## config.mk

```make
export PLATFORM = sky130hd
export DESIGN_NAME = smdc_loader
export DESIGN_NICKNAME = d
export VERILOG_FILES = /design/src/logic/smdc_pkg.sv /design/src/logic/smdc_strap_sync.sv /design/src/logic/smdc_loader.sv
export SDC_FILE = /design/constraint.sdc
export NUM_CORES = 1
export LEC_CHECK = 0
export BUFFER_PORTS_ARGS = -buffer_cell sky130_fd_sc_hd__buf_2
export CAP_MARGIN = 20
export CORE_AREA = 5 5 171 173
export CTS_CLUSTER_SIZE = 20
export DETAILED_ROUTE_END_ITERATION = 8
export DIE_AREA = 0 0 176 178
export PLACE_DENSITY_LB_ADDON = 0.1
export RECOVER_POWER = 50
export REMOVE_ABC_BUFFERS = 1
export SYNTH_ARGS = -nofsm -noshare
export SYNTH_HDL_FRONTEND = slang
export SYNTH_SLANG_ARGS = --single-unit
```

## constraint.sdc

```tcl
create_clock -name clk -period 1.85 [get_ports clk]
set_input_delay 0.0925 -clock clk [delete_from_list [all_inputs] [get_ports clk]]
set_output_delay 0.0925 -clock clk [all_outputs]
set_load 0.1 [all_outputs]
```

## src/logic/smdc_pkg.sv

```systemverilog
// Package with the strap-mode default configuration constants and carrier types.
package smdc_pkg;

  // Serial-to-Ethernet connection default, serial 1 bridged to Ethernet 1.
  localparam logic [7:0] BRIDGE_DEFAULT = 8'h01;
  // Transmit line configuration default, rising-edge launch, enable input ignored.
  localparam logic [7:0] TX_LINE_CFG_DEFAULT = 8'h00;
  // Serial reset and power-down default, everything powered and running.
  localparam logic [7:0] LINE_RSTPD_DEFAULT = 8'h00;
  // Transmit frame check control, 16-bit check sequence selected.
  localparam logic [7:0] TX_FCS_CTRL_DEFAULT = 8'h10;
  // Interframe fill count, one octet.
  localparam logic [7:0] TX_FILL_COUNT_DEFAULT = 8'h01;
  // Interframe fill octet value.
  localparam logic [7:0] FILL_OCTET = 8'h7e;
  // Receive frame check control, 16-bit check sequence selected.
  localparam logic [7:0] RX_FCS_CTRL_BASE = 8'h10;
  // Field positions inside the receive frame check control word for strap-driven bits.
  localparam int RX_DESCR_BYPASS_BIT = 0;
  localparam int RX_BIT_REVERSE_BIT = 1;
  // Longest frame accepted on both sides, in bytes, without the check sequence.
  localparam logic [15:0] MAX_FRAME_BYTES = 16'h07e0;
  // Receive line configuration default, falling-edge sample, gapped clock allowed.
  localparam logic [7:0] RX_LINE_CFG_DEFAULT = 8'h00;
  // Resend on every error class.
  localparam logic [7:0] TX_RESEND_DEFAULT = 8'h00;
  // Reject broadcast, control and errored frames.
  localparam logic [7:0] RX_REJECT_DEFAULT = 8'h00;
  // MAC control word default.
  localparam logic [31:0] MAC_CONTROL_DEFAULT = 32'h0014000c;
  // MAC flow control word default with the pause time in the upper half.
  localparam logic [31:0] MAC_PAUSE_DEFAULT = 32'h01400000;
  // Bit of the MAC flow control word that enables flow control.
  localparam int MAC_FLOW_ENABLE_BIT = 0;
  // Pause time in slot times.
  localparam logic [15:0] PAUSE_SLOTS = 16'h0140;

  // Profile codes on the profile strap pins.
  localparam logic [1:0] PROFILE_LOW_RATE = 2'h0;
  localparam logic [1:0] PROFILE_HIGH_RATE = 2'h2;

  // Queue defaults for the low-rate profile.
  localparam logic [7:0] TXQ_SIZE_LOW = 8'h14;
  localparam logic [7:0] RXQ_SIZE_LOW = 8'h2c;
  localparam logic [7:0] RXQ_LOW_MARK_LOW = 8'h0f;
  localparam logic [7:0] RXQ_HIGH_MARK_LOW = 8'h1e;
  // Queue defaults for the high-rate profile.
  localparam logic [7:0] TXQ_SIZE_HIGH = 8'h18;
  localparam logic [7:0] RXQ_SIZE_HIGH = 8'h28;
  localparam logic [7:0] RXQ_LOW_MARK_HIGH = 8'h0c;
  localparam logic [7:0] RXQ_HIGH_MARK_HIGH = 8'h18;
  // Transmit watermarks, common to both profiles.
  localparam logic [7:0] TXQ_HIGH_MARK = 8'h0c;
  localparam logic [7:0] TXQ_LOW_MARK = 8'h06;
  // Buffers per code step and bytes per buffer.
  localparam int BUFFERS_PER_CODE = 32;
  localparam int BYTES_PER_BUFFER = 2048;

  // Cycles the datapaths are held in reset after the defaults are loaded.
  localparam logic [3:0] HOLD_CYCLES = 4'h4;

  // Strap pins after synchronisation.
  typedef struct packed {
    logic       mode_select;
    logic [1:0] profile;
    logic       auto_flow;
    logic       bit_order;
    logic       scram_bypass;
    logic       laps_framing;
  } smdc_straps_t;

  // Serial line configuration words.
  typedef struct packed {
    logic [7:0]  port_bridge_select;
    logic [7:0]  tx_line_config;
    logic [7:0]  line_reset_powerdown;
    logic [7:0]  tx_frame_check_control;
    logic [7:0]  tx_fill_gap_count;
    logic [7:0]  rx_frame_check_control;
    logic [15:0] rx_line_max_length;
    logic [7:0]  rx_line_config;
  } smdc_line_cfg_t;

  // Ethernet side configuration words.
  typedef struct packed {
    logic [7:0]  tx_resend_criteria;
    logic [7:0]  rx_reject_control;
    logic [7:0]  mac_rx_max_size_high;
    logic [7:0]  mac_rx_max_size_low;
    logic [31:0] mac_control_word;
    logic [31:0] mac_pause_control;
  } smdc_mac_cfg_t;

  // Queue arbiter configuration codes.
  typedef struct packed {
    logic [7:0] tx_queue_size;
    logic [7:0] tx_queue_high_mark;
    logic [7:0] tx_queue_low_mark;
    logic [7:0] rx_queue_size;
    logic [7:0] rx_queue_low_mark;
    logic [7:0] rx_queue_high_mark;
  } smdc_queue_cfg_t;

endpackage

```

## src/logic/smdc_strap_sync.sv

```systemverilog
// Two-flip-flop synchroniser bank for the strap pins.
`timescale 1ns/1ps
`default_nettype none
module smdc_strap_sync #(
  parameter int WIDTH = 7
) (
  input  wire logic             clk,
  input  wire logic             resetn,
  input  wire logic [WIDTH-1:0] async_in,
  output logic      [WIDTH-1:0] sync_out
);

  // First stage; read only by the second stage.
  logic [WIDTH-1:0] meta_reg;

  // Both stages clear to zero so nothing unknown leaves the bank.
  always_ff @(posedge clk or negedge resetn) begin
    if (!resetn) begin
      meta_reg <= '0;
      sync_out <= '0;
    end else begin
      meta_reg <= async_in;
      sync_out <= meta_reg;
    end
  end

endmodule // smdc_strap_sync
`default_nettype wire

```

## src/logic/smdc_loader.sv

```systemverilog
// Strap-mode default configuration loader.
//
// What this block does
// - Bridge select defaults to serial 1 Ethernet 1.
// - Transmit data launches on rising line clock.
// - Line reset and power-down default all zeros.
// - Transmitter appends a 16-bit check sequence.
// - One 7E fill octet between frames.
// - Receiver checks 16-bit FCS; straps steer descrambling.
// - Serial receiver drops frames over 2016 bytes.
// - Receive samples on falling edge, gaps tolerated.
// - MAC resends frames after any error class.
// - Drop broadcast, control and errored Ethernet frames.
// - MAC receive max size 2016 bytes.
// - Flow strap enables flow control, pause 320.
// - Transmit queue size follows the profile straps.
// - Transmit high mark code 0c both profiles.
// - Transmit low mark code 06 both profiles.
// - Receive queue size follows the profile straps.
// - Receive low mark follows the profile straps.
// - Receive high mark follows the profile straps.
// - Each buffer unit is 2048 bytes.
// - Defaults apply only if mode strap is high when sampled after reset.
// - Bit-order strap: 0 MSB first, 1 LSB first.
// - Scrambler strap bypasses; framing strap enables framing.
`timescale 1ns/1ps
`default_nettype none
module smdc_loader (
  input  wire logic                    clk,                  // System clock, 100 MHz.
  input  wire logic                    resetn,               // Asynchronous reset, active low.
  input  wire logic                    strap_mode_select,    // Hardware-mode strap pin.
  input  wire logic [1:0]              profile_strap,        // Line-rate profile strap pins.
  input  wire logic                    auto_flow_strap,      // Automatic flow-control strap.
  input  wire logic                    bit_order_strap,      // 1 selects LSB first.
  input  wire logic                    scrambler_bypass_strap, // 1 bypasses the scrambler.
  input  wire logic                    laps_framing_strap,   // 1 enables X.86 framing.
  input  wire logic                    sw_cfg_valid,         // Software or EEPROM words are valid.
  input  wire smdc_pkg::smdc_line_cfg_t  sw_line_cfg,        // Software line configuration.
  input  wire smdc_pkg::smdc_mac_cfg_t   sw_mac_cfg,         // Software MAC configuration.
  input  wire smdc_pkg::smdc_queue_cfg_t sw_queue_cfg,       // Software queue configuration.
  output smdc_pkg::smdc_line_cfg_t     line_cfg,             // Applied line configuration.
  output smdc_pkg::smdc_mac_cfg_t      mac_cfg,              // Applied MAC configuration.
  output smdc_pkg::smdc_queue_cfg_t    queue_cfg,            // Applied queue configuration.
  output logic                         strap_mode_active,    // Strap defaults are in force.
  output logic                         tx_bit_lsb_first,     // Transmit bit order.
  output logic                         rx_bit_lsb_first,     // Receive bit order.
  output logic                         scrambler_enable,     // Transmit scrambler on.
  output logic                         descrambler_enable,   // Receive descrambler on.
  output logic                         laps_framing_enable,  // X.86 framing both directions.
  output logic                         flow_control_enable,  // MAC flow control on.
  output logic                         profile_invalid,      // Profile straps not a defined code.
  output logic                         datapath_resetn,      // Datapath reset release, active low.
  output logic                         cfg_done              // Configuration is loaded.
);

  // Loader sequence states.
  typedef enum logic [3:0] {
    SMDC_IDLE   = 4'b0001,
    SMDC_SAMPLE = 4'b0010,
    SMDC_LOAD   = 4'b0100,
    SMDC_RUN    = 4'b1000
  } smdc_state_t;

  smdc_state_t             state_reg;    // Current sequence state.
  smdc_state_t             state_next;   // Next sequence state.
  smdc_pkg::smdc_straps_t  straps_sync;  // Synchronised strap pins.
  smdc_pkg::smdc_straps_t  straps_reg;   // Straps captured once after reset.
  logic [3:0]              hold_reg;     // Cycles left before datapath release.
  logic                    settle_reg;   // Synchroniser has filled once after reset.

  // Strap pins come from the board, so they cross into the clock domain first.
  smdc_strap_sync #(
    .WIDTH ($bits(smdc_pkg::smdc_straps_t))
  ) u_sync (
    .clk      (clk),
    .resetn   (resetn),
    .async_in ({strap_mode_select, profile_strap, auto_flow_strap,
                bit_order_strap, scrambler_bypass_strap, laps_framing_strap}),
    .sync_out (straps_sync)
  );

  // Profile decode, shared by the four profile-dependent queue words; unknown codes fall back to the low-rate set.
  function automatic logic profile_is_high(input logic [1:0] p);
    profile_is_high = (p == smdc_pkg::PROFILE_HIGH_RATE);
  endfunction

  // Sequence: wait two cycles for the synchroniser to fill, sample, load, then release.
  always_comb begin
    state_next = state_reg;
    case (state_reg)
      SMDC_IDLE: begin
        if (settle_reg) begin
          state_next = SMDC_SAMPLE;
        end
      end
      SMDC_SAMPLE: state_next = SMDC_LOAD;
      SMDC_LOAD: begin
        if (hold_reg == 4'h0) begin
          state_next = SMDC_RUN;
        end
      end
      SMDC_RUN:    state_next = SMDC_RUN;
      default:     state_next = SMDC_IDLE;
    endcase
  end

  // One extra idle cycle lets the synchroniser show the real pin levels.
  // Sampling any earlier would capture the zeros the bank holds through reset.
  always_ff @(posedge clk or negedge resetn) begin
    if (!resetn) begin
      settle_reg <= 1'b0;
    end else if (state_reg == SMDC_IDLE) begin
      settle_reg <= 1'b1;
    end
  end

  // State register.
  always_ff @(posedge clk or negedge resetn) begin
    if (!resetn) begin
      state_reg <= SMDC_IDLE;
    end else begin
      state_reg <= state_next;
    end
  end

  // Straps are taken once; later pin wiggles are ignored until the next reset.
  always_ff @(posedge clk or negedge resetn) begin
    if (!resetn) begin
      straps_reg <= '0;
    end else if (state_reg == SMDC_SAMPLE) begin
      straps_reg <= straps_sync;
    end
  end

  // Hold counter keeps the datapaths in reset while the words settle.
  always_ff @(posedge clk or negedge resetn) begin
    if (!resetn) begin
      hold_reg <= smdc_pkg::HOLD_CYCLES;
    end else if (state_reg == SMDC_LOAD && hold_reg != 4'h0) begin
      hold_reg <= hold_reg - 4'h1;
    end
  end

  // Line configuration words; in strap mode the fixed defaults, else software.
  always_ff @(posedge clk or negedge resetn) begin
    if (!resetn) begin
      line_cfg <= '0;
    end else if (state_reg == SMDC_LOAD) begin
      if (straps_reg.mode_select) begin
        line_cfg.port_bridge_select     <= smdc_pkg::BRIDGE_DEFAULT;
        line_cfg.tx_line_config         <= smdc_pkg::TX_LINE_CFG_DEFAULT;
        line_cfg.line_reset_powerdown   <= smdc_pkg::LINE_RSTPD_DEFAULT;
        line_cfg.tx_frame_check_control <= smdc_pkg::TX_FCS_CTRL_DEFAULT;
        line_cfg.tx_fill_gap_count      <= smdc_pkg::TX_FILL_COUNT_DEFAULT;
        // The check-sequence width is fixed; descrambling and bit order mirror the straps.
        line_cfg.rx_frame_check_control <= smdc_pkg::RX_FCS_CTRL_BASE
          | (8'(straps_reg.scram_bypass) << smdc_pkg::RX_DESCR_BYPASS_BIT)
          | (8'(straps_reg.bit_order) << smdc_pkg::RX_BIT_REVERSE_BIT);
        line_cfg.rx_line_max_length     <= smdc_pkg::MAX_FRAME_BYTES;
        line_cfg.rx_line_config         <= smdc_pkg::RX_LINE_CFG_DEFAULT;
      end else if (sw_cfg_valid) begin
        line_cfg <= sw_line_cfg;
      end
    end else if (state_reg == SMDC_RUN && !straps_reg.mode_select && sw_cfg_valid) begin
      // Software mode keeps following the processor after start-up.
      line_cfg <= sw_line_cfg;
    end
  end

  // MAC configuration words.
  always_ff @(posedge clk or negedge resetn) begin
    if (!resetn) begin
      mac_cfg <= '0;
    end else if (state_reg == SMDC_LOAD && straps_reg.mode_select) begin
      mac_cfg.tx_resend_criteria   <= smdc_pkg::TX_RESEND_DEFAULT;
      mac_cfg.rx_reject_control    <= smdc_pkg::RX_REJECT_DEFAULT;
      mac_cfg.mac_rx_max_size_high <= smdc_pkg::MAX_FRAME_BYTES[15:8];
      mac_cfg.mac_rx_max_size_low  <= smdc_pkg::MAX_FRAME_BYTES[7:0];
      mac_cfg.mac_control_word     <= smdc_pkg::MAC_CONTROL_DEFAULT;
      // Flow-control enable bit follows the strap; the pause time is fixed.
      mac_cfg.mac_pause_control    <= smdc_pkg::MAC_PAUSE_DEFAULT
        | (32'(straps_reg.auto_flow) << smdc_pkg::MAC_FLOW_ENABLE_BIT);
    end else if ((state_reg == SMDC_LOAD || state_reg == SMDC_RUN)
                 && !straps_reg.mode_select && sw_cfg_valid) begin
      mac_cfg <= sw_mac_cfg;
    end
  end

  // Queue codes; each code step counts 32 buffers of 2048 bytes.
  always_ff @(posedge clk or negedge resetn) begin
    if (!resetn) begin
      queue_cfg <= '0;
    end else if (state_reg == SMDC_LOAD && straps_reg.mode_select) begin
      queue_cfg.tx_queue_high_mark <= smdc_pkg::TXQ_HIGH_MARK;
      queue_cfg.tx_queue_low_mark  <= smdc_pkg::TXQ_LOW_MARK;
      if (profile_is_high(straps_reg.profile)) begin
        queue_cfg.tx_queue_size      <= smdc_pkg::TXQ_SIZE_HIGH;
        queue_cfg.rx_queue_size      <= smdc_pkg::RXQ_SIZE_HIGH;
        queue_cfg.rx_queue_low_mark  <= smdc_pkg::RXQ_LOW_MARK_HIGH;
        queue_cfg.rx_queue_high_mark <= smdc_pkg::RXQ_HIGH_MARK_HIGH;
      end else begin
        queue_cfg.tx_queue_size      <= smdc_pkg::TXQ_SIZE_LOW;
        queue_cfg.rx_queue_size      <= smdc_pkg::RXQ_SIZE_LOW;
        queue_cfg.rx_queue_low_mark  <= smdc_pkg::RXQ_LOW_MARK_LOW;
        queue_cfg.rx_queue_high_mark <= smdc_pkg::RXQ_HIGH_MARK_LOW;
      end
    end else if ((state_reg == SMDC_LOAD || state_reg == SMDC_RUN)
                 && !straps_reg.mode_select && sw_cfg_valid) begin
      queue_cfg <= sw_queue_cfg;
    end
  end

  // Feature enables, registered from the captured straps.
  always_ff @(posedge clk or negedge resetn) begin
    if (!resetn) begin
      strap_mode_active   <= 1'b0;
      tx_bit_lsb_first    <= 1'b0;
      rx_bit_lsb_first    <= 1'b0;
      scrambler_enable    <= 1'b0;
      descrambler_enable  <= 1'b0;
      laps_framing_enable <= 1'b0;
      flow_control_enable <= 1'b0;
      profile_invalid     <= 1'b0;
    end else if (state_reg == SMDC_LOAD) begin
      strap_mode_active   <= straps_reg.mode_select;
      // Outside strap mode these follow software, so they rest at zero here.
      tx_bit_lsb_first    <= straps_reg.mode_select & straps_reg.bit_order;
      rx_bit_lsb_first    <= straps_reg.mode_select & straps_reg.bit_order;
      scrambler_enable    <= straps_reg.mode_select & ~straps_reg.scram_bypass;
      descrambler_enable  <= straps_reg.mode_select & ~straps_reg.scram_bypass;
      laps_framing_enable <= straps_reg.mode_select & straps_reg.laps_framing;
      flow_control_enable <= straps_reg.mode_select & straps_reg.auto_flow;
      // A profile code other than the two defined ones is flagged, low-rate set used.
      profile_invalid     <= straps_reg.mode_select
        & (straps_reg.profile != smdc_pkg::PROFILE_LOW_RATE)
        & (straps_reg.profile != smdc_pkg::PROFILE_HIGH_RATE);
    end
  end

  // Datapaths leave reset only after every word is loaded.
  always_ff @(posedge clk or negedge resetn) begin
    if (!resetn) begin
      datapath_resetn <= 1'b0;
      cfg_done        <= 1'b0;
    end else begin
      datapath_resetn <= (state_reg == SMDC_RUN);
      cfg_done        <= (state_reg == SMDC_RUN);
    end
  end
endmodule // smdc_loader
`default_nettype wire

```

Word-level counts from Yosys, hierarchy flattened. Index checks and enable logic that the tools add are counted.

Bits in registers: 253. Bits of input ports: 226. Output and inout port bits: 226.

Add/subtract/negate cells: 1. Eq/ne operators: 9. Muxes and demuxes: 13. Bitwise gates (word level): 8. Reductions and logical operators: 15.

Operator list (count): two-way mux 72 bit (4); two-way mux 96 bit (2); two-way mux 48 bit (2); two-way mux 19 bit (1); one-hot mux 4 bit (4 select lines) (1); two-way mux 4 bit (3); AND 1 bit (6); logical AND 1 bit (6); != test 2 bit (second input constant) (3); nonzero test 2 bit (3); bitwise OR 5 x 2 -> 5 bit (1); equality test 4 x 1 -> 1 bit (second input constant) (1); equality test 4 x 2 -> 1 bit (second input constant) (1); equality test 4 x 3 -> 1 bit (second input constant) (1); equality test 4 bit (second input constant) (1); zero test 4 bit (1); AND reduction 2 bit (2); nonzero test 4 bit (1); subtractor 4 x 1 -> 4 bit (second input constant) (1); != test 3 bit (second input constant) (1); equality test 2 bit (second input constant) (1); zero test 1 bit (1); logical OR 1 bit (1); NOT 1 bit (1).

Longest topological paths before layout. Gate-level depths: netlist (run 1).

Depth in word-level cells: 6. Gate-level depth with buffers: 7.

Hierarchy. From an unflattened synthesis (run 1), not the netlist that was laid out.

Cells, all modules: 978. Area, all modules: 10901.7 um^2.

By module, submodules not included: smdc_loader (times used 1, cells an instance 964, area each 10551.4 um^2, sequential area each 5983.2 um^2); smdc_strap_sync (times used 1, cells an instance 14, area each 350.3 um^2, sequential area each 350.3 um^2).

Least setup slack after synthesis (run 1). OpenSTA, ideal clock, no wires.

Path type: flip-flop to flip-flop. From: register state_reg[3]. To: register line_cfg[32] (netlist bit). Setup time: 0.126 ns. Arrival time: 1.585 ns. Required time: 1.724 ns. Path slack: 0.139 ns. Cell stages (with the launch flop): 7. Path buffers: 2. Period minus slack after synthesis: 1.711 ns. Path through: dfrtp_1 > nor2b_2 > and3b_1 > o21ai_1 > buf_2 > buf_4 > mux2_2.

Word-level cells in the longest chain between the ends: 5. Elaborated cells between the ends (all ways): 8.

Ends and longest elaborated chain: start, declared (RTL line smdc_loader.sv:64) `smdc_state_t state_reg;`; start signal, assigned (RTL line smdc_loader.sv:122) `state_reg <= state_next;`; equality test 4 bit (RTL line smdc_loader.sv:164) `end else if (state_reg == SMDC_RUN && !straps_reg.mode_select && sw_cfg_valid) begin`; logical AND 1 bit (2 in series) (RTL line smdc_loader.sv:164); nonzero test 2 bit (no source line); AND reduction 2 bit (no source line); end signal, assigned (RTL line smdc_loader.sv:162) `line_cfg <= sw_line_cfg;`; end signal, assigned (RTL line smdc_loader.sv:166) `line_cfg <= sw_line_cfg;`; end, declared (RTL line smdc_loader.sv:41) `output smdc_pkg::smdc_line_cfg_t line_cfg,`.

Several ways; a longest one is shown, not always the timed one. A chain may end at the register's enable or synchronous reset.

Worst setup path in the final report (run 1).
From: register state_reg[3]. To: register hold_reg[3].

Word-level cells in the longest chain between the ends: 2.

Ends and longest elaborated chain: equality test 4 x 3 -> 1 bit (RTL line smdc_loader.sv:139) `end else if (state_reg == SMDC_LOAD && hold_reg != 4'h0) begin`; logical AND 1 bit (RTL line smdc_loader.sv:139); end signal, assigned (RTL line smdc_loader.sv:138) `hold_reg <= smdc_pkg::HOLD_CYCLES;`; end signal, assigned (RTL line smdc_loader.sv:140) `hold_reg <= hold_reg - 4'h1;`; end, declared (RTL line smdc_loader.sv:68) `logic [3:0] hold_reg;`.

Every way passes these cells.

==> qor.yml, run 1 <==
pwr:
  sw_frac_of_total_pct: 43.6
  p_int_uw: 11800
  power.switching_uw: 9150
  p_clk_share_pct: 29.9
  comb_power_share_pct: 38.4
  p_total_uw: 21000
  ir_worst_vdd_v: 0.000835
  power_density_nw_per_um2: 1210
  power.static_leakage_uw: 0.0102
  sequentialPowerShare_pct: 31.7
final_layout:
  largest_register_ff_count: 96
  mostFrequentLayoutCells: "buf_2 (362), dfrtp_1 (251), dlygate4sd3_1 (223)"
  multiInputGateArea_sq_um: 3550
  design_area_sq_um: 17300
  ff_latch_area_sq_um: 6330
  utilization_pct: 63.1
  fill_cells: 2230
  nets: 1933
  layout-drive-gt1-share_pct: 36.2
  top_regs: "mac_cfg x96, line_cfg x72, queue_cfg x48"
  layout_commonest_cell: "buf_2"
  largest-register: "mac_cfg"
  areaGrowthSynthToFinish_pct: 59.0
critical_path:
  worstPathCellList: "clkbuf_1, or4b_4, or4_4, a21o_1"
  cp_data_required_time_ns: 2.27
  cpMaxStageDelayCell: "or4b_4"
  slowest_delay_ns: 0.50
  end_kind: "register"
  worstSetupPathType: "register to register"
  cp.arrival_ns: 2.20
  critPathLaunchType: "register"
  path_max_fanout: 4
timing:
  rsz0062_at_grt: "yes"
  worstMarginPinSlew_ns: 1.41
  slew_violations: 0
  slew_headroom_pct: 6.32
  min_period_ns: 1.79
  fin_crit_sh_pct: 96.6
  hold_viol: 0
  finalSetupViolations: 0
  fin_tns_setup_ns: 0
  max_freq_mhz: 559
  clock_skew_ns: 0.00719
route:
  vias: 9270
  post_drt_wl_per_cell_microns: 16.2
  vias_per_cell: 4.47
  dr.first_iter.drc_count: 347
  drc: 0
  drt_wl_total_microns: 33600
  ant_nets: 0
  first_pass_iters: 4
grt:
  grt_use_total_pct: 21.1
  antenna_found_initial: 1
  grt_pass1_vias: 10100
  grt_pass1_wl_microns: 53200
  grt_start_max_net_pins: 59
  gr-total-overflow: 0
clock_network:
  htreeDepth: 1
  path_clk_slew_ns: 0.06
  root_buffer: "clkbuf_16"
  cts.sinks: 253
  clock_latency_ns: 0.53
  tritoncts: "yes"
  cts_buffers: 29
  clockBufferDepth: 3
die:
  start_util_pct: 39.7
  core_sq_um: 27500
  rows: 61
  ios: 452
  die_width_microns: 176
  fp.dieArea_sq_um: 31300
  fp.dieH_microns: 178
yosys:
  synth_top_family_by_area: "multiplexers"
  syn_area_per_cell_sq_um: 11.1
  synth_fa_ha_area_share_pct: 0.115
  synth_cells: 978
  synthSimpleGateAreaFrac_pct: 9.85
  synth_seq_area_share_pct: 58.1
  ys_ff_latch: 253
  synth_compound_area_share_pct: 1.03
  synth_xor_area_share_pct: 0.0803
  muxShareOfSynthArea_pct: 21.3
  ys_warn_count: 0
  synthesis.area_sq_um: 10900
  ys_types: 37
worst_hold_path:
  hold_path_class: "primary input to register"
place:
  placed_cell_area_sq_um: 14000
  io_buffers: 451
  gp_congestion: 0.795
  dp_hpwl_microns: 23900
run:
  cap_violations: 0
status:
  run_status: "complete, no violations"
-- cell usage after synthesis, drive strengths merged --
cell type	count	area, sq um
inv	183	687
nand4b	1	8.76
and3b	2	17.5
or4	1	11.3
or2	2	12.5
and2b	1	7.51
nor3b	1	7.51
nor3	2	15.0
ha	1	12.5
o31ai	1	7.51
nor4b	2	23.8
nand4	1	6.26
nand2b	34	213
xnor2	1	8.76
and2	2	12.5
buf	35	289
o21a	1	7.51
mux2i	179	1790
nor2b	1	8.76
clkbuf	17	63.8
dfrtp	251	6280
a21oi	2	10.0
o21ai	16	80.1
nor2	5	18.8
or4b	1	13.8
nand2	185	697
dfstp	2	52.6
a21o	1	7.51
mux2	47	529
-- routing by layer --
metal  GRT usage, %  wire [microns]  vias up
met5              0               0        -
met4           8.15            1370        0
met3           5.79            2550       83
met2           37.2           16900      317
met1           24.7           12800     4393
li1               -               -     4477
-- worst paths after layout --
check	startpoint	to	slack [ns]	cells past startpoint
max	state_reg[3]$_DFFE_PN0P_	hold_reg[3]$_DFFE_PN0P_	0.06	4
min	sw_queue_cfg[43]	queue_cfg[43]$_DFFE_PN0P_	0.04	4
max reg2reg	state_reg[3]$_DFFE_PN0P_	hold_reg[3]$_DFFE_PN0P_	0.06	4
min reg2reg	u_sync.meta_reg[1]$_DFF_PN0_	u_sync.sync_out[1]$_DFF_PN0_	0.35	0
max in group asynchronous	resetn	mac_cfg[33]$_DFFE_PN0P_	0.29	3
min in group asynchronous	resetn	mac_cfg[23]$_DFFE_PN0P_	0.44	2
-- power by group through the flow --
stage	combinational [uW]	clock [uW]	sequential, uW
after global placement	7660	0	6730
after floorplan	1220	0	11900
after global routing	8380	6660	6750
after CTS	8090	6450	6650
final	8050	6270	6660
after detailed placement	7710	0	6720
-- what timing repair did --
item,in CTS,in global routing
pin swaps,0,1
endpoints found under the setup margin,23,107
resized for setup,2,1
cloned,0,1
hold buffers,223,0
hold endpoints to repair,473,0
setup buffers,0,11
-- layout make-up --
type	count	area share, %
Sequential cell	253	36.5
Timing Repair Buffer	749	30.4
Multi-Input combinational cell	490	20.5
Clock buffer	43	4.95
Inverter	183	3.96
Tap cell	346	2.50
Clock inverter	9	1.15
Antenna cell	1	0.0144
-- through the flow --
| step | setup WS (ns) | std cells | hold WS (ns) |
|---|---|---|---|
| 2_1_floorplan | -13.44 | 926 | -0.203 |
| 3_3_place_gp | -0.0201 | 1786 | 0.0678 |
| 3_5_place_dp | -0.0657 | 1786 | 0.0752 |
| 4_1_cts | -0.0180 | 2061 | 0.00106 |
| 5_1_grt | -0.0159 | 2074 | 0.0648 |
| 6_report | 0.0620 | 2074 | 0.0375 |
-- worst max-delay path, delay by kind of cell, from the launching register on --
kind                   cells  cell delay, ns
and+or+nand+nor            2            0.94
DFF                        1            0.40
buffers and inverters      1            0.15
AOI/OAI and AO/OA          1            0.19
-- kinds of logic (layout without fill, tap and decap cells) --
group / after synthesis / after routing
other: 0 / 1
AOI/OAI and AO/OA: 21 / 21
adders and majority gates: 1 / 1
buffers and inverters: 235 / 984
muxes: 226 / 226
xor gates and xnor gates: 1 / 1
and+or+nand+nor: 241 / 241
DFF: 253 / 253
No activity file was read; power rests on OpenSTA's default activity.
==> run 2: changes to the inputs <==
- GPL_TIMING_DRIVEN: unset -> 1
- SYNTH_HIERARCHICAL: unset -> 1
==> qor.yml, run 2 <==
status:
  run_status: "complete, no violations"
clock_network:
  clock_latency_ns: 0.53  # about the same
  clockBufferDepth: 3  # unchanged
  root_buffer: "clkbuf_16"
  cts.sinks: 253  # unchanged
  tritoncts: "yes"
  htreeDepth: 1  # unchanged
  cts_buffers: 30  # +3.4%
  path_clk_slew_ns: 0.06  # about the same
route:
  vias_per_cell: 4.47  # about the same
  ant_nets: 0  # unchanged
  first_pass_iters: 4  # unchanged
  post_drt_wl_per_cell_microns: 16.2  # about the same
  vias: 9221  # -0.53%
  drt_wl_total_microns: 33500  # -0.56%
  drc: 0  # unchanged
  dr.first_iter.drc_count: 290  # -16%
yosys:
  ys_ff_latch: 253  # unchanged
  synth.top_cell.area_share_pct: 57.6  # unchanged
  ys_types: 37  # unchanged
  synthesis.area_sq_um: 10900  # unchanged
  synthMostInstantiatedCell: "dfrtp_1"
  synth_cells: 978  # unchanged
  synth_edf_count: 0  # unchanged
  syn_area_per_cell_sq_um: 11.1  # unchanged
  ys_warn_count: 6  # +6
  yosysTopAreaCell: "dfrtp_1"
  synth_common_cells: "dfrtp_1 (251), nand2_1 (184), inv_1 (183)"
  synth_ff_type: "dfrtp_1"
  synthArstFlopShare_pct: 100  # unchanged
  yosys-top-cells-area: "dfrtp_1 (58%), mux2i_1 (16%), nand2_1 (6.3%), inv_1 (6.3%), mux2_2 (4.5%)"
  synth_seq_area_share_pct: 58.1  # unchanged
die:
  ios: 452  # unchanged
  fp.dieArea_sq_um: 31300  # unchanged
  die_width_microns: 176  # unchanged
  fp.dieH_microns: 178  # unchanged
  rows: 61  # unchanged
  start_util_pct: 39.7  # unchanged
  core_sq_um: 27500  # unchanged
pwr:
  ir_worst_vdd_v: 0.000737  # -12%
  power_density_nw_per_um2: 1210  # +0.16%
  power.static_leakage_uw: 0.0102  # -0.43%
critical_path:
  critPathLaunchType: "register"
  cpMaxStageDelayCell: "dfrtp_2"
  reg2reg_from: "state_reg[2]$_DFFE_PN0P_"
  cp_top_family: "flip-flops"
  end_kind: "register"
  cp_num_buf_inv: 2  # +1
  crit_start: "state_reg[2]$_DFFE_PN0P_"
  cp_data_required_time_ns: 2.26  # about the same
  path_max_fanout: 21  # +17
  worstSetupPathType: "register to register"
  worstPathCellList: "and2b_1, o21a_1, o21ai_4, buf_12, buf_16, mux2_2"
  cp.arrival_ns: 2.24  # +0.04 ns
  slowest_delay_ns: 0.44  # -0.06 ns
timing:
  finalSetupViolations: 0  # unchanged
  slew_violations: 0  # unchanged
  whs_ns: 0.0204  # -0.0170 ns
  fin_crit_sh_pct: 99.1  # +2.5 points
  worstMarginPinSlew_ns: 1.39  # -0.0158 ns
  rsz0062_at_grt: "yes"
  hold_viol: 0  # unchanged
  clock_skew_ns: 0.00962  # +0.00243 ns
  slew_headroom_pct: 7.38  # +1.1 points
  min_period_ns: 1.83  # +0.0462 ns
  max_freq_mhz: 545  # -2.5%
grt:
  gr-total-overflow: 0  # unchanged
  antenna_found_initial: 1  # unchanged
  grt_start_max_net_pins: 52  # -12%
  grt_pass1_wl_microns: 52500  # -1.4%
  grt_pass1_vias: 10100  # -0.20%
  grt_use_total_pct: 20.8  # -0.38 points
final_layout:
  layout_commonest_cell: "buf_2"
  top_regs: "mac_cfg x96, line_cfg x72, queue_cfg x48"
  nets: 1918  # -0.78%
  areaGrowthSynthToFinish_pct: 58.2
  mostFrequentLayoutCells: "buf_2 (379), dfrtp_1 (250), dlygate4sd3_1 (223)"
  design_area_sq_um: 17200  # -0.55%
  fin_cells: 2063  # -0.53%
  layout-drive-gt1-share_pct: 36.1  # -0.15 points
  largest-register: "mac_cfg"
  largest_register_ff_count: 96  # unchanged
  fill_cells: 2264  # +1.5%
worst_hold_path:
  worstHoldStart: "sw_queue_cfg[43]"
  hold_path_class: "primary input to register"
run:
  cap_violations: 0  # unchanged
place:
  gp_congestion: 0.807  # +1.6%
  placed_cell_area_sq_um: 13900  # -0.38%
  io_buffers: 451  # unchanged
  placedCellCount: 1779  # -0.39%
  dp_hpwl_microns: 23400  # -1.7%
run 2: power by group:
part           internal (uW)  switching (uW)
Sequential              6260             393
Combinational           1530            6510
Clock                   3910            2280
run 2: per-layer routing:
metal / GRT usage (%) / wire length [microns]
met1: 24.1 / 12900
met2: 36.2 / 16700
met3: 6.00 / 2440
met4: 8.48 / 1460
met5: 0 / 0
run 2: logic make-up (layout without fill, tap and decap cells):
group	after synthesis	after routing	synth area share, %
flip-flops	253	253	58.1
multiplexers	226	226	21.3
AO/OA/AOI/OAI	21	21	1.03
buffers and inverters	235	972	9.54
XOR/XNOR	1	1	0.0804
adder cells (fa/ha/maj)	1	1	0.115
AND/OR/NAND/NOR	241	241	9.85
other	0	2	0
run 2: final cells by class:
cell class	instances	area, sq um	share of cell area (%)
Sequential cell	253	6330	36.7
Timing Repair Buffer	733	5150	29.8
Multi-Input combinational cell	490	3560	20.7
Clock buffer	40	890	5.16
Inverter	183	687	3.98
Tap cell	346	433	2.51
Clock inverter	16	184	1.07
Antenna cell	2	5.00	0.0290
run 2: metrics by stage:
step	power (uW)	utilization [%]	worst slack, ns	setup TNS (ns)
2_1_floorplan	13200	-	-13.44	-2792.28
3_3_place_gp	14400	50.6	0.0267	0
3_5_place_dp	14400	50.6	-0.00253	-0.00566
4_1_cts	21100	62.7	0.00244	0
5_1_grt	21700	62.7	-0.0668	-1.52
6_report	20900	62.8	0.0158	0
run 2: path summary, 6_finish.rpt:
kind / to / slack, ns / cells past startpoint
worst max-delay path: line_cfg[28]$_DFFE_PN0P_ / 0.02 / 6
worst min-delay path: queue_cfg[43]$_DFFE_PN0P_ / 0.02 / 4
worst max register to register: line_cfg[28]$_DFFE_PN0P_ / 0.02 / 6
worst min register to register: u_sync/sync_out[0]$_DFF_PN0_ / 0.35 / 0
max in group asynchronous: hold_reg[2]$_DFFE_PN1P_ / 0.35 / 3
min in group asynchronous: mac_cfg[20]$_DFFE_PN0P_ / 0.40 / 2
run 2: timing repair:
item / 4_1_cts / 5_1_grt
hold buffers: 223 / 0
endpoints found under the hold margin: 473 / 0
setup endpoints to repair: 5 / 136
setup buffers: 0 / 2
gates resized for setup: 3 / 8
pin swaps: 0 / 2
cloned: 0 / 1
run 2: worst register-to-register path, stage by stage (launching register included):
cell	delay, ns
dfrtp_2	0.44
and2b_1	0.18
o21a_1	0.13
o21ai_4	0.23
buf_12	0.18
buf_16	0.19
mux2_2	0.36
